--- src/common/amx_params.svh ---
// constants for the audio mixer register bank
`ifndef AMX_PARAMS_SVH
`define AMX_PARAMS_SVH

// configuration ports, absolute i/o addresses
`define AMX_CFG_UNLOCK_PORT 16'h00fb
`define AMX_CFG_CLEAR_PORT  16'h00e0
`define AMX_CFG_ADDR_PORT   16'h00e1
`define AMX_CFG_LOCK_PORT   16'h00f9
`define AMX_CFG_CLEAR_VAL   8'h00
`define AMX_CFG_RESET       8'h04
`define AMX_CFG_SEL_LSB     0
`define AMX_CFG_EN_BIT      2
`define AMX_CFG_WMASK       8'h07

// joystick port and relocatable block
`define AMX_JOY_PORT        16'h0201
`define AMX_BLOCK_BASE      12'h022
`define AMX_NIBBLE_PRIMARY  4'h2
`define AMX_OFF_SYNTH_LAST  4'h3
`define AMX_OFF_MIX_INDEX   4'h4
`define AMX_OFF_MIX_DATA    4'h5
`define AMX_OFF_RESET_STAT  4'h6
`define AMX_OFF_POWER       4'h7

// mixer index port fields
`define AMX_IDX_PEND_BIT    0
`define AMX_IDX_LSB         1
`define AMX_IDX_MSB         5

// mixer indices
`define AMX_IX_RESET        6'h00
`define AMX_IX_VOICE_C      6'h04
`define AMX_IX_MIC_C        6'h0a
`define AMX_IX_REC_C        6'h0c
`define AMX_IX_STEREO_C     6'h0e
`define AMX_IX_VOICE_E      6'h14
`define AMX_IX_MIC_E        6'h1a
`define AMX_IX_REC_E        6'h1c
`define AMX_IX_STEREO_E     6'h1e
`define AMX_IX_MAIN_C       6'h22
`define AMX_IX_SYNTH_C      6'h26
`define AMX_IX_DISC_C       6'h28
`define AMX_IX_LINE_C       6'h2e
`define AMX_IX_MAIN_E       6'h32
`define AMX_IX_SYNTH_E      6'h36
`define AMX_IX_DISC_E       6'h38
`define AMX_IX_LINE_E       6'h3e

// mixer write masks and reset values
`define AMX_WM_LVL_C        8'hee
`define AMX_WM_MIC_C        8'h06
`define AMX_WM_REC_C        8'h06
`define AMX_WM_REC_E        8'h07
`define AMX_WM_STEREO       8'h02
`define AMX_WM_LVL_E        8'hff
`define AMX_RST_LOUD        8'h88
`define AMX_RST_QUIET       8'h00
`define AMX_STEREO_BIT      1
`define AMX_PWR_WMASK       8'h3f

// timing
`define AMX_CLK_NS          20
`define AMX_MIX_PROC_NS     100
`define AMX_MIX_PROC_CYC    ((`AMX_MIX_PROC_NS + `AMX_CLK_NS - 1) / `AMX_CLK_NS)

`endif

--- src/common/amx_pkg.sv ---
// types for the audio mixer register bank
package amx_pkg;
	typedef enum logic [1:0] {
		AMX_LOCKED   = 2'b00,
		AMX_UNLOCKED = 2'b01,
		AMX_ARMED    = 2'b10
	} amx_cfg_state_type;
endpackage

--- src/rtl/amx_register_bank.sv ---
// i/o mapped register front end: base config, block decode, indexed mixer
`include "amx_params.svh"

module amx_register_bank
	import amx_pkg::*;
#(
	parameter int PROC_CYC = `AMX_MIX_PROC_CYC
) (
	input  wire logic        sys_clk_in,
	input  wire logic        rst_b_in,
	input  wire logic [15:0] io_addr_in,
	input  wire logic [7:0]  io_data_in,
	input  wire logic        io_rd_in,
	input  wire logic        io_wr_in,
	input  wire logic        ext_mode_in,
	input  wire logic [2:0]  activity_n_in,
	input  wire logic        power_up_in,
	input  wire logic        midi_idle_in,
	output logic      [7:0]  io_data_out,
	output logic             io_data_oe_out,
	output logic             synth_cs_out,
	output logic             joy_rd_strobe_out,
	output logic             joy_wr_strobe_out,
	output logic             audio_enable_out,
	output logic      [1:0]  base_select_out,
	output logic             sw_reset_out,
	output logic             fifo_reset_out,
	output logic      [5:0]  power_ctrl_out,
	output logic      [2:0]  record_source_out,
	output logic             stereo_playback_out,
	output logic      [3:0]  main_left_out,
	output logic      [3:0]  main_right_out
);

	localparam logic [4:0] SLOT_REC_C    = 5'(`AMX_IX_REC_C >> 1);
	localparam logic [4:0] SLOT_REC_E    = 5'(`AMX_IX_REC_E >> 1);
	localparam logic [4:0] SLOT_STEREO_C = 5'(`AMX_IX_STEREO_C >> 1);
	localparam logic [4:0] SLOT_MAIN_C   = 5'(`AMX_IX_MAIN_C >> 1);
	localparam logic [4:0] SLOT_MAIN_E   = 5'(`AMX_IX_MAIN_E >> 1);
	localparam logic [4:0] SLOT_VOICE_C  = 5'(`AMX_IX_VOICE_C >> 1);
	localparam logic [3:0] PROC_LOAD     = 4'(PROC_CYC);

	// writable bits per mixer index; reserved and legacy filter bits drop out
	function automatic logic [7:0] mix_wmask(input logic [5:0] ix);
		case (ix)
			`AMX_IX_VOICE_C, `AMX_IX_MAIN_C, `AMX_IX_SYNTH_C,
			`AMX_IX_DISC_C, `AMX_IX_LINE_C:   mix_wmask = `AMX_WM_LVL_C;
			`AMX_IX_MIC_C:                    mix_wmask = `AMX_WM_MIC_C;
			`AMX_IX_REC_C:                    mix_wmask = `AMX_WM_REC_C;
			`AMX_IX_REC_E:                    mix_wmask = `AMX_WM_REC_E;
			`AMX_IX_STEREO_C, `AMX_IX_STEREO_E: mix_wmask = `AMX_WM_STEREO;
			`AMX_IX_VOICE_E, `AMX_IX_MIC_E, `AMX_IX_MAIN_E, `AMX_IX_SYNTH_E,
			`AMX_IX_DISC_E, `AMX_IX_LINE_E:   mix_wmask = `AMX_WM_LVL_E;
			default:                          mix_wmask = 8'h00;
		endcase
	endfunction

	function automatic logic [7:0] mix_rstval(input logic [5:0] ix);
		case (ix)
			`AMX_IX_VOICE_C, `AMX_IX_VOICE_E, `AMX_IX_MAIN_C,
			`AMX_IX_MAIN_E, `AMX_IX_SYNTH_C, `AMX_IX_SYNTH_E: mix_rstval = `AMX_RST_LOUD;
			default:                                          mix_rstval = `AMX_RST_QUIET;
		endcase
	endfunction

	// compatible two-bit source onto the extended source code
	function automatic logic [2:0] rec_compat_map(input logic [1:0] code);
		case (code)
			2'b01:   rec_compat_map = 3'h2;
			2'b11:   rec_compat_map = 3'h6;
			default: rec_compat_map = 3'h0;
		endcase
	endfunction

	// pin synchronisers
	logic [15:0] addr_s1_r;
	logic [15:0] addr_s2_r;
	logic [7:0]  data_s1_r;
	logic [7:0]  data_s2_r;
	logic        rd_s1_r;
	logic        rd_s2_r;
	logic        rd_s3_r;
	logic        wr_s1_r;
	logic        wr_s2_r;
	logic        wr_s3_r;

	always_ff @(posedge sys_clk_in or negedge rst_b_in) begin
		if (!rst_b_in) begin
			addr_s1_r <= 16'h0000;
			addr_s2_r <= 16'h0000;
			data_s1_r <= 8'h00;
			data_s2_r <= 8'h00;
			rd_s1_r   <= 1'b0;
			rd_s2_r   <= 1'b0;
			rd_s3_r   <= 1'b0;
			wr_s1_r   <= 1'b0;
			wr_s2_r   <= 1'b0;
			wr_s3_r   <= 1'b0;
		end else begin
			addr_s1_r <= io_addr_in;
			addr_s2_r <= addr_s1_r;
			data_s1_r <= io_data_in;
			data_s2_r <= data_s1_r;
			rd_s1_r   <= io_rd_in;
			rd_s2_r   <= rd_s1_r;
			rd_s3_r   <= rd_s2_r;
			wr_s1_r   <= io_wr_in;
			wr_s2_r   <= wr_s1_r;
			wr_s3_r   <= wr_s2_r;
		end
	end

	amx_cfg_state_type cfg_state_r;
	amx_cfg_state_type cfg_state_nxt;
	logic [7:0]  cfg_r;
	logic [4:0]  idx_r;
	logic [3:0]  pend_cnt_r;
	logic [1:0]  rst_ctl_r;
	logic [5:0]  pwr_r;
	logic [7:0]  rdata_r;
	logic [7:0]  mix_mem [0:31];

	wire         rd_ev     = rd_s2_r & ~rd_s3_r;
	wire         wr_ev     = wr_s2_r & ~wr_s3_r;
	wire         audio_en  = cfg_r[`AMX_CFG_EN_BIT];
	wire  [1:0]  base_sel  = cfg_r[`AMX_CFG_SEL_LSB +: 2];
	wire  [11:0] blk_page  = `AMX_BLOCK_BASE + {10'h000, base_sel};
	wire  [3:0]  blk_nib   = blk_page[3:0];
	wire         blk_hit   = audio_en & (addr_s2_r[15:4] == blk_page);
	wire  [3:0]  off       = addr_s2_r[3:0];
	wire         cfg_hit   = (addr_s2_r == `AMX_CFG_ADDR_PORT);
	wire         joy_hit   = audio_en & (addr_s2_r == `AMX_JOY_PORT);
	wire         synth_hit = blk_hit & (off <= `AMX_OFF_SYNTH_LAST);
	wire         idx_hit   = blk_hit & (off == `AMX_OFF_MIX_INDEX);
	wire         dat_hit   = blk_hit & (off == `AMX_OFF_MIX_DATA);
	wire         rsc_hit   = blk_hit & (off == `AMX_OFF_RESET_STAT);
	wire         pwr_hit   = blk_hit & (off == `AMX_OFF_POWER);
	wire         own_read  = cfg_hit | idx_hit | dat_hit | rsc_hit | pwr_hit;
	wire         mix_wr    = wr_ev & dat_hit;
	wire  [5:0]  mix_ix    = {idx_r, 1'b0};
	wire         mix_clear = mix_wr & (mix_ix == `AMX_IX_RESET);
	wire         mix_pend  = (pend_cnt_r != 4'h0);
	wire         cfg_wr_ok = wr_ev & cfg_hit & (cfg_state_r == AMX_ARMED);
	wire  [7:0]  idx_read  = {2'b00, idx_r, mix_pend};
	wire  [7:0]  stat_read = {activity_n_in, 1'b0, power_up_in, midi_idle_in, rst_ctl_r};
	wire  [7:0]  rdata_nxt = cfg_hit ? cfg_r :
	                         idx_hit ? idx_read :
	                         dat_hit ? mix_mem[idx_r] :
	                         rsc_hit ? stat_read :
	                         pwr_hit ? {2'b00, pwr_r} : 8'h00;

	// configuration lock sequence
	always_comb begin
		cfg_state_nxt = cfg_state_r;
		if (wr_ev && addr_s2_r == `AMX_CFG_LOCK_PORT) begin
			cfg_state_nxt = AMX_LOCKED;
		end else if (wr_ev) begin
			case (cfg_state_r)
				AMX_LOCKED: begin
					if (addr_s2_r == `AMX_CFG_UNLOCK_PORT)
						cfg_state_nxt = AMX_UNLOCKED;
				end
				AMX_UNLOCKED: begin
					if (addr_s2_r == `AMX_CFG_CLEAR_PORT && data_s2_r == `AMX_CFG_CLEAR_VAL)
						cfg_state_nxt = AMX_ARMED;
				end
				AMX_ARMED: cfg_state_nxt = AMX_ARMED;
				default:   cfg_state_nxt = AMX_LOCKED;
			endcase
		end
	end

	always_ff @(posedge sys_clk_in or negedge rst_b_in) begin
		if (!rst_b_in) begin
			cfg_state_r <= AMX_LOCKED;
			cfg_r       <= `AMX_CFG_RESET;
		end else begin
			cfg_state_r <= cfg_state_nxt;
			if (cfg_wr_ok)
				cfg_r <= data_s2_r & `AMX_CFG_WMASK;
		end
	end

	// index, pending counter, reset control, power control, read data
	always_ff @(posedge sys_clk_in or negedge rst_b_in) begin
		if (!rst_b_in) begin
			idx_r      <= 5'h00;
			pend_cnt_r <= 4'h0;
			rst_ctl_r  <= 2'b00;
			pwr_r      <= 6'h00;
			rdata_r    <= 8'h00;
		end else begin
			if (wr_ev && idx_hit)
				idx_r <= data_s2_r[`AMX_IDX_MSB:`AMX_IDX_LSB];
			if (mix_wr)
				pend_cnt_r <= PROC_LOAD;
			else if (mix_pend)
				pend_cnt_r <= pend_cnt_r - 4'h1;
			if (wr_ev && rsc_hit)
				rst_ctl_r <= data_s2_r[1:0];
			if (wr_ev && pwr_hit)
				pwr_r <= data_s2_r[5:0];
			rdata_r <= rdata_nxt;
		end
	end

	// mixer storage; cleared only by pin reset or index 00h, never by sw reset
	genvar g;
	generate
		for (g = 0; g < 32; g++) begin : g_mix
			always_ff @(posedge sys_clk_in or negedge rst_b_in) begin
				if (!rst_b_in)
					mix_mem[g] <= mix_rstval(6'(2 * g));
				else if (mix_clear)
					mix_mem[g] <= mix_rstval(6'(2 * g));
				else if (mix_wr && idx_r == 5'(g))
					mix_mem[g] <= data_s2_r & mix_wmask(6'(2 * g));
			end
		end
	endgenerate

	assign io_data_out        = rdata_r;
	assign io_data_oe_out     = rd_s2_r & rd_s3_r & own_read;
	assign synth_cs_out       = (rd_s2_r | wr_s2_r) & synth_hit;
	assign joy_rd_strobe_out  = rd_ev & joy_hit;
	assign joy_wr_strobe_out  = wr_ev & joy_hit;
	assign audio_enable_out   = audio_en;
	assign base_select_out    = base_sel;
	assign sw_reset_out       = rst_ctl_r[0];
	assign fifo_reset_out     = rst_ctl_r[1] & ext_mode_in;
	assign power_ctrl_out     = pwr_r;
	assign record_source_out  = ext_mode_in ? mix_mem[SLOT_REC_E][2:0]
	                                        : rec_compat_map(mix_mem[SLOT_REC_C][2:1]);
	assign stereo_playback_out = ~ext_mode_in & mix_mem[SLOT_STEREO_C][`AMX_STEREO_BIT];
	assign main_left_out      = ext_mode_in ? mix_mem[SLOT_MAIN_E][7:4] : {mix_mem[SLOT_MAIN_C][7:5], 1'b0};
	assign main_right_out     = ext_mode_in ? mix_mem[SLOT_MAIN_E][3:0] : {mix_mem[SLOT_MAIN_C][3:1], 1'b0};

	// cycles since the last mixer data write, saturating; reference for the pending checks
	logic [4:0] since_wr_r;

	always_ff @(posedge sys_clk_in or negedge rst_b_in) begin
		if (!rst_b_in)
			since_wr_r <= 5'h1f;
		else if (mix_wr)
			since_wr_r <= 5'h00;
		else if (since_wr_r != 5'h1f)
			since_wr_r <= since_wr_r + 5'h01;
	end

	cfg_locked_a: assert property (@(posedge sys_clk_in) disable iff (!rst_b_in)
		(cfg_state_r == AMX_LOCKED && wr_ev && cfg_hit) |=> $stable(cfg_r))
		else $error("address config changed while locked");

	cfg_clear_a: assert property (@(posedge sys_clk_in) disable iff (!rst_b_in)
		(cfg_state_r == AMX_UNLOCKED && wr_ev && addr_s2_r == `AMX_CFG_CLEAR_PORT && data_s2_r != 8'h00)
		|=> cfg_state_r == AMX_UNLOCKED)
		else $error("nonzero clear write armed config");

	cfg_relock_a: assert property (@(posedge sys_clk_in) disable iff (!rst_b_in)
		(wr_ev && addr_s2_r == `AMX_CFG_LOCK_PORT) |=> cfg_state_r == AMX_LOCKED)
		else $error("lock write did not relock");

	base_decode_a: assert property (@(posedge sys_clk_in) disable iff (!rst_b_in)
		(audio_en && base_sel == 2'b11 && addr_s2_r == 16'h0254) |-> idx_hit)
		else $error("block not decoded at selected base");

	primary_nib_a: assert property (@(posedge sys_clk_in) disable iff (!rst_b_in)
		(base_sel == 2'b00) |-> blk_nib == `AMX_NIBBLE_PRIMARY)
		else $error("primary block nibble wrong");

	audio_off_a: assert property (@(posedge sys_clk_in) disable iff (!rst_b_in)
		!audio_en |-> !synth_cs_out && !joy_wr_strobe_out && !joy_rd_strobe_out)
		else $error("disabled audio still decoding");

	cfg_rsvd_a: assert property (@(posedge sys_clk_in) disable iff (!rst_b_in)
		cfg_r[7:3] == 5'h00)
		else $error("config reserved bits nonzero");

	synth_cs_a: assert property (@(posedge sys_clk_in) disable iff (!rst_b_in)
		(wr_s2_r && blk_hit) |-> synth_cs_out == (off <= 4'h3))
		else $error("synth select decode wrong");

	joy_strobe_a: assert property (@(posedge sys_clk_in) disable iff (!rst_b_in)
		(wr_ev && joy_hit) |-> joy_wr_strobe_out ##1 !joy_wr_strobe_out)
		else $error("joystick write strobe not one cycle");

	pend_hold_a: assert property (@(posedge sys_clk_in) disable iff (!rst_b_in)
		(since_wr_r < {1'b0, PROC_LOAD}) |-> mix_pend)
		else $error("pending flag dropped early");

	pend_clear_a: assert property (@(posedge sys_clk_in) disable iff (!rst_b_in)
		(since_wr_r >= {1'b0, PROC_LOAD}) |-> !mix_pend)
		else $error("pending flag stuck");

	mix_reset_a: assert property (@(posedge sys_clk_in) disable iff (!rst_b_in)
		mix_clear |=> mix_mem[SLOT_VOICE_C] == 8'h88 && mix_mem[SLOT_REC_C] == 8'h00)
		else $error("mixer reset did not restore values");

	sw_reset_keep_a: assert property (@(posedge sys_clk_in) disable iff (!rst_b_in)
		(sw_reset_out && !mix_wr) |=> $stable(mix_mem[SLOT_MAIN_E]))
		else $error("software reset touched mixer");

	idx_read_a: assert property (@(posedge sys_clk_in) disable iff (!rst_b_in)
		(io_data_oe_out && idx_hit && $stable(addr_s2_r))
		|-> io_data_out == {2'b00, $past(idx_r), $past(mix_pend)})
		else $error("index read value wrong");

	filter_bits_a: assert property (@(posedge sys_clk_in) disable iff (!rst_b_in)
		mix_mem[SLOT_REC_C][5:3] == 3'h0 && mix_mem[SLOT_STEREO_C][5] == 1'b0)
		else $error("legacy filter bits stored");

	stereo_mode_a: assert property (@(posedge sys_clk_in) disable iff (!rst_b_in)
		stereo_playback_out |-> !ext_mode_in)
		else $error("stereo selected outside compatible mode");

	joy_rd_a: assert property (@(posedge sys_clk_in) disable iff (!rst_b_in)
		(rd_ev && joy_hit) |-> joy_rd_strobe_out ##1 !joy_rd_strobe_out)
		else $error("joystick read strobe not one cycle");

	cfg_arm_a: assert property (@(posedge sys_clk_in) disable iff (!rst_b_in)
		(cfg_state_r == AMX_UNLOCKED && wr_ev && addr_s2_r == `AMX_CFG_CLEAR_PORT && data_s2_r == 8'h00)
		|=> cfg_state_r == AMX_ARMED)
		else $error("zero clear write did not arm config");

	idx_write_a: assert property (@(posedge sys_clk_in) disable iff (!rst_b_in)
		(wr_ev && idx_hit) |=> {2'b00, idx_r, 1'b0} == ($past(data_s2_r) & 8'h3e))
		else $error("index port write stored wrong bits");

	voice_rsvd_a: assert property (@(posedge sys_clk_in) disable iff (!rst_b_in)
		(mix_mem[SLOT_VOICE_C] & 8'h11) == 8'h00)
		else $error("compatible voice reserved bits stored");

	mic_rsvd_a: assert property (@(posedge sys_clk_in) disable iff (!rst_b_in)
		(mix_mem[5'(`AMX_IX_MIC_C >> 1)] & 8'hf9) == 8'h00)
		else $error("compatible mic reserved bits stored");

	rec_rsvd_a: assert property (@(posedge sys_clk_in) disable iff (!rst_b_in)
		mix_mem[SLOT_REC_E][7:3] == 5'h00)
		else $error("extended source upper bits stored");

	rec_line_a: assert property (@(posedge sys_clk_in) disable iff (!rst_b_in)
		(!ext_mode_in && mix_mem[SLOT_REC_C][2:1] == 2'b11) |-> record_source_out == 3'h6)
		else $error("compatible line source not mapped");

	main_ext_a: assert property (@(posedge sys_clk_in) disable iff (!rst_b_in)
		ext_mode_in |-> {main_left_out, main_right_out} == mix_mem[SLOT_MAIN_E])
		else $error("extended main level not four bits");

	synth_no_oe_a: assert property (@(posedge sys_clk_in) disable iff (!rst_b_in)
		(rd_s2_r && synth_hit) |-> !io_data_oe_out)
		else $error("data driven at synth offsets");

endmodule

--- config.mk ---
export PLATFORM = sky130hd
export DESIGN_NAME = amx_register_bank
export DESIGN_NICKNAME = d
export VERILOG_FILES = /design/src/common/amx_pkg.sv /design/src/rtl/amx_register_bank.sv
export VERILOG_INCLUDE_DIRS = /design/src /design/src/common
export SDC_FILE = /design/constraint.sdc
export NUM_CORES = 1
export LEC_CHECK = 0
export ABC_AREA = 1
export BUFFER_PORTS_ARGS = -buffer_cell sky130_fd_sc_hd__buf_4
export CORE_MARGIN = 4
export CORE_UTILIZATION = 40
export CTS_CLUSTER_SIZE = 16
export DETAILED_ROUTE_END_ITERATION = 8
export SLEW_MARGIN = 30
export SYNTH_ARGS = -nofsm -noshare
export SYNTH_HDL_FRONTEND = slang
export SYNTH_SLANG_ARGS = --single-unit
--- constraint.sdc ---
create_clock -name sys_clk_in -period 2 [get_ports sys_clk_in]
set_input_delay 0.3 -clock sys_clk_in [delete_from_list [all_inputs] [get_ports sys_clk_in]]
set_output_delay 0.3 -clock sys_clk_in [all_outputs]
set_load 0.01 [all_outputs]
---- After elaboration in Yosys (flattened, before gate mapping) ----
Cells that the tools add are included.
cells by class
  add/subtract/negate cells ............... 2
  multiply operators ...................... 0
  div/mod/pow operators ................... 0
  magnitude comparators ................... 2
  eq/ne operators ......................... 47
  shift-type cells ........................ 0
  multiplexer cells ....................... 83
  bitwise operators ....................... 29
  reduce and logical (&&, ||, !) cells .... 77
operators by type and width
  cell                  number
  $mux 8                70
  $eq 5x5->1 const B    16
  $reduce_bool 2->1     34
  $eq 16x8->1 const B   4
  $bmux 8 s5            1
  $eq 5x4->1 const B    8
  $logic_and 1x1->1     37
  $and 1x1->1           20
  $eq 5x3->1 const B    4
  $eq 16x10->1 const B  1
  $eq 4x3->1 const B    4
  $mux 4                4
  $eq 12x7->1           1
  $eq 5x2->1 const B    2
  $logic_not 8->1       1
  $mux 2                4
  $add 6x2->7 const A   1
  $ge 6x6->1 const B    1
  $logic_not 6->1       1
  $mux 6                1
  $ne 3x3->1 const B    2
  $not 5->6             1
  $pmux 2 s3            1
  $pmux 3 s2            1
  12 further kinds      20
word-level totals
  flip-flop bits (word level) ............. 340
  bits in latches ......................... 0
  bits in writable memories ............... 0
  memory bits (read-only) ................. 0
  input bits .............................. 34
  word-level logic and storage cells ...... 289
  memories ................................ 0

---- Longest topological paths before layout ----
  word-level depth ........................ 9
  mapped depth ............................ 13
  gate-level depth less buffers ........... 12

---- Worst setup path after synthesis ----
Ideal clock, no wire load.
  path kind ............................... register to output
  start point ............................. reg cfg_r[2]
  end point ............................... out io_data_oe_out
  data arrival time ....................... 1.641 ns
  data required time ...................... 1.700 ns
  setup slack ............................. 0.059 ns
  stages on the path, launching flop included .. 12
  cells stage by stage .................... dfstp_2 inv_2 nor2_4 nand2_2 nor2_4 nand3_2 inv_1 nand2_1 clkbuf_1 nand3_1 nor2_1 nor2_1
between the ends
  cells in the longest elaborated chain, start to end .. 7
RTL lines
  element                  line                      source
  start, declared          amx_register_bank.sv:115  logic [7:0] cfg_r;
  start signal, assigned   amx_register_bank.sv:176  cfg_r <= `AMX_CFG_RESET;
  start signal, assigned   amx_register_bank.sv:180  cfg_r <= data_s2_r & `AMX_CFG_WMASK;
  $and 1x1->1 (*)          amx_register_bank.sv:129  wire blk_hit = audio_en & (addr_s2_r[15:4] == blk_page);
  $and 1x1->1              amx_register_bank.sv:134  wire idx_hit = blk_hit & (off == `AMX_OFF_MIX_INDEX);
  $or 1x1->1 (3 in a row)  amx_register_bank.sv:138  wire own_read = cfg_hit | idx_hit | dat_hit | rsc_hit | pwr_hit;
  $or 1x1->1 (*)           amx_register_bank.sv:138
  $and 1x1->1 (*)          amx_register_bank.sv:223  assign io_data_oe_out = rd_s2_r & rd_s3_r & own_read;
  end, declared            amx_register_bank.sv:20   output logic io_data_oe_out,
Every way passes the cells marked *; elsewhere a longest branch is shown, timed or not.

---- Final worst setup path ----
Ends and elaborated chain as after synthesis.

==> flow_summary.yaml <==
outcome:
  violations: "negative setup slack"
  outcome: "finished with violations"
floorplanning:
  core_area_um2: 19460
  die_w_um: 148.7
  die_area_um2: 22110
  initial_core_util: 0.4068
  die-height_um: 148.7
  ios: 69
  rows: 51
worst_setup_path:
  critical_path_depth: 10
  crit_chain: "inv_2 > nor2_4 > buf_6 > nand3_4 > nor2_4 > nand3_2 > nand2_2 > nor2_2 > nor2_1 > buf_4"
  startpoint: "cfg_r[2]$_DFFE_PN1P_"
  cp.arrival_ns: 2.00
  r2r-end: "mix_mem[37]$_DFFE_PN0P_"
  critPathBufInv: 3
  critPathCaptureType: "output port"
  critPathMostFrequentCell: "nor2_4"
  r2r_slack_ns: -0.18
  reg2reg_depth: 14
  crit_required_ns: 1.70
  crit_type: "reg2out"
  r2r_start: "cfg_r[2]$_DFFE_PN1P_"
  crit_end: "io_data_oe_out"
  cp_top_family: "simple AND/OR/NAND/NOR gates"
  slowest_stage: "dfstp_2"
  max_stage_delay_ns: 0.55
  critical_path.max_fanout: 4
  start_kind: "flop"
drt:
  wl_met2_um: 11730
  via_per_inst: 5.217
  drt-pass1-iter-count: 6
  vias: 7445
  drt-wirelength-per-cell_um: 17.81
  wl_um: 25410
  drt_iter0_markers: 719
  ant_nets: 0
  dr_wl_met3_um: 1801
  wirelength_met1_um: 11310
  top_layer_used: "met4"
  drc: 0
grt:
  antenna_found_initial: 0
  grt_pass1_wl_um: 37390
  grt-ovfl-total: 0
  grt.total_usage: 0.2174
  grt_max_degree: 58
  grt_pass1_vias: 6780
pwr:
  p_comb_frac: 0.062
  leakagePower_nw: 5.526
  clock_power_share: 0.452
  power.internal_mw: 5.404
  p_sw_frac: 0.2661
  switchingPower_mw: 1.960
  power_mw: 7.364
  ir_drop_v: 0.0005195
  p_seq_frac: 0.486
  power_density_nw_per_um2: 638.9
clock_tree:
  cts_root_buf: "clkbuf_16"
  path_clk_slew_ns: 0.07
  cts_buffers: 17
  cts_sinks: 171
  tritoncts: "done"
  clock_path_buffers: 2
  insertion_delay_ns: 0.44
  htreeDepth: 4
logic_synthesis:
  syn_inst: 951
  syn_nets: 990
  synthTopCellsByArea: "dfrtp_1 (50%), nand2_1 (13%), nand3_1 (5.8%), inv_1 (5.5%), o21ai_0 (5.3%)"
  ys_ff_latch: 171
  mappedNetlistArea_um2: 7916
  synth_most_common_cell: "nand2_1"
  yosysWarnings: 0
  synthFlopType: "dfrtp_1"
  ys_seq_area_frac: 0.5426
  yosysUniqueCellTypes: 36
  synth-async-reset-ratio: 1.000
  synth-edff-count: 0
  synth_top_area_share: 0.4994
  avgSynthCellArea_um2: 8.324
  yosysTopAreaCell: "dfrtp_1"
  synthTopCellsByCount: "nand2_1 (274), dfrtp_1 (158), inv_1 (116), nand3_1 (91), o21ai_0 (84)"
placed_design:
  dp_hpwl_um: 16730
  port_buffers: 68
  gp_congestion: 0.9386
  place_inst: 1317
hold_path:
  hold_class: "in2reg"
timing:
  worst_slew_pin_slew_ns: 0.5557
  clock_skew_ns: 0.008850
  final_hold_viol_count: 0
  rsz0062_at_grt: "yes"
  max_freq_ghz: 0.4354
  fin_crit_sh: 1.148
  maxSlewViolCount: 0
  finalSetupViolations: 90
  period_minus_slack_ns: 2.297
  holdWs_ns: 0.1591
  fin_ws_ns: -0.2967
  fin_tns_setup_ns: -10.48
  slew_headroom: 0.6282
finish:
  postLayoutCoreUtil: 0.5922
  antennaDiodeCount: 0
  finalNonFillerCells: 1427
  fin_nets: 1188
  area_delta_synth_final_pct: 45.58
  drive_above_1_share: 0.3339
run:
  maxCapViolCount: 0
==> cells in the final DEF (no fill, tap or decap), drive strengths merged, types with 20 or more instances in the layout <==
cell type,netlist,layout
nand2,284,288
buf,24,176
dfrtp,158,158
inv,121,131
o21ai,115,115
nand3,94,95
nor2,58,58
nand4,30,31
dlygate4sd3,0,27
clkbuf,8,20
==> timing repair <==
item	CTS	global route
setup buffers	10	33
resized for setup	25	254
hold endpoints to repair	57	0
pin swaps	6	53
gates cloned	0	11
endpoints found under the setup margin	7	98
hold buffers	27	0
==> cell type report <==
type                    count  area, um^2
clock buffers              18       429.2
clock inverters            14       165.2
fillers                  1627        7938
inverters                 122       484.2
multi-input cells         632        3865
flip-flops and latches    171        4297
well taps                 265       331.6
repair buffers            205        1953
==> stage by stage <==
step	setup WS, ns	area, um^2
after floorplan	0.05915	7916
after global placement	0.01456	9106
after detailed placement	0.009951	9106
after CTS	-0.2681	10150
after global routing	-0.3701	11520
final	-0.2967	11520
==> registers in the layout (all words and copies together) (netlist names), 2 cells and up <==
register,cells
power_ctrl_out,6
cfg_state_r,2
data_s1_r,8
io_data_out,8
rst_ctl_r,2
pend_cnt_r,4
mix_mem,87
cfg_r,3
data_s2_r,8
addr_s2_r,16
idx_r,5
addr_s1_r,16
==> cells by family (layout without fill, tap and decap cells) <==
group	count (synthesis)	in the layout	synth area share
DFF	171	171	0.5426
adders and majority gates	5	5	0.007903
AOI/OAI and AO/OA	139	139	0.09183
and+or+nand+nor	480	486	0.2761
xor gates and xnor gates	2	2	0.002213
buffers and inverters	154	359	0.07934
==> per-layer routing <==
| metal | track usage | up-vias |
|---|---|---|
| li1 | - | 3492 |
| met3 | 0.04662 | 53 |
| met4 | 0.06051 | 0 |
| met1 | 0.3257 | 3585 |
| met2 | 0.3201 | 315 |
| met5 | 0 | - |
==> power groups by stage <==
stage	registers, mW	logic [mW]	clock network, mW
6_report	3.58	0.457	3.33
5_1_grt	3.59	0.510	3.52
3_3_place_gp	3.64	0.374	0
4_1_cts	3.58	0.428	3.36
3_5_place_dp	3.64	0.382	0
2_1_floorplan	3.63	0.167	0
==> tightest hold or removal path, delay by kind of cell <==
family,cells,cell delay [ns]
buf+inv,1,0.08
simple gates,2,0.17
==> how the worst min path moves through the flow <==
stage | startpoint | cells past startpoint | slack (ns) | to
after floorplan | rst_b_in | 0 | 0.004 | addr_s1_r[0]$_DFF_PN0_
after global placement | rst_b_in | 1 | 0.23 | mix_mem[114]$_DFFE_PN0P_
after detailed placement | rst_b_in | 1 | 0.23 | mix_mem[114]$_DFFE_PN0P_
after CTS | activity_n_in[1] | 3 | 0.15 | io_data_out[6]$_DFF_PN0_
after global routing | activity_n_in[1] | 3 | 0.16 | io_data_out[6]$_DFF_PN0_
final | activity_n_in[1] | 3 | 0.16 | io_data_out[6]$_DFF_PN0_
Power figures use the tool's default switching activity.
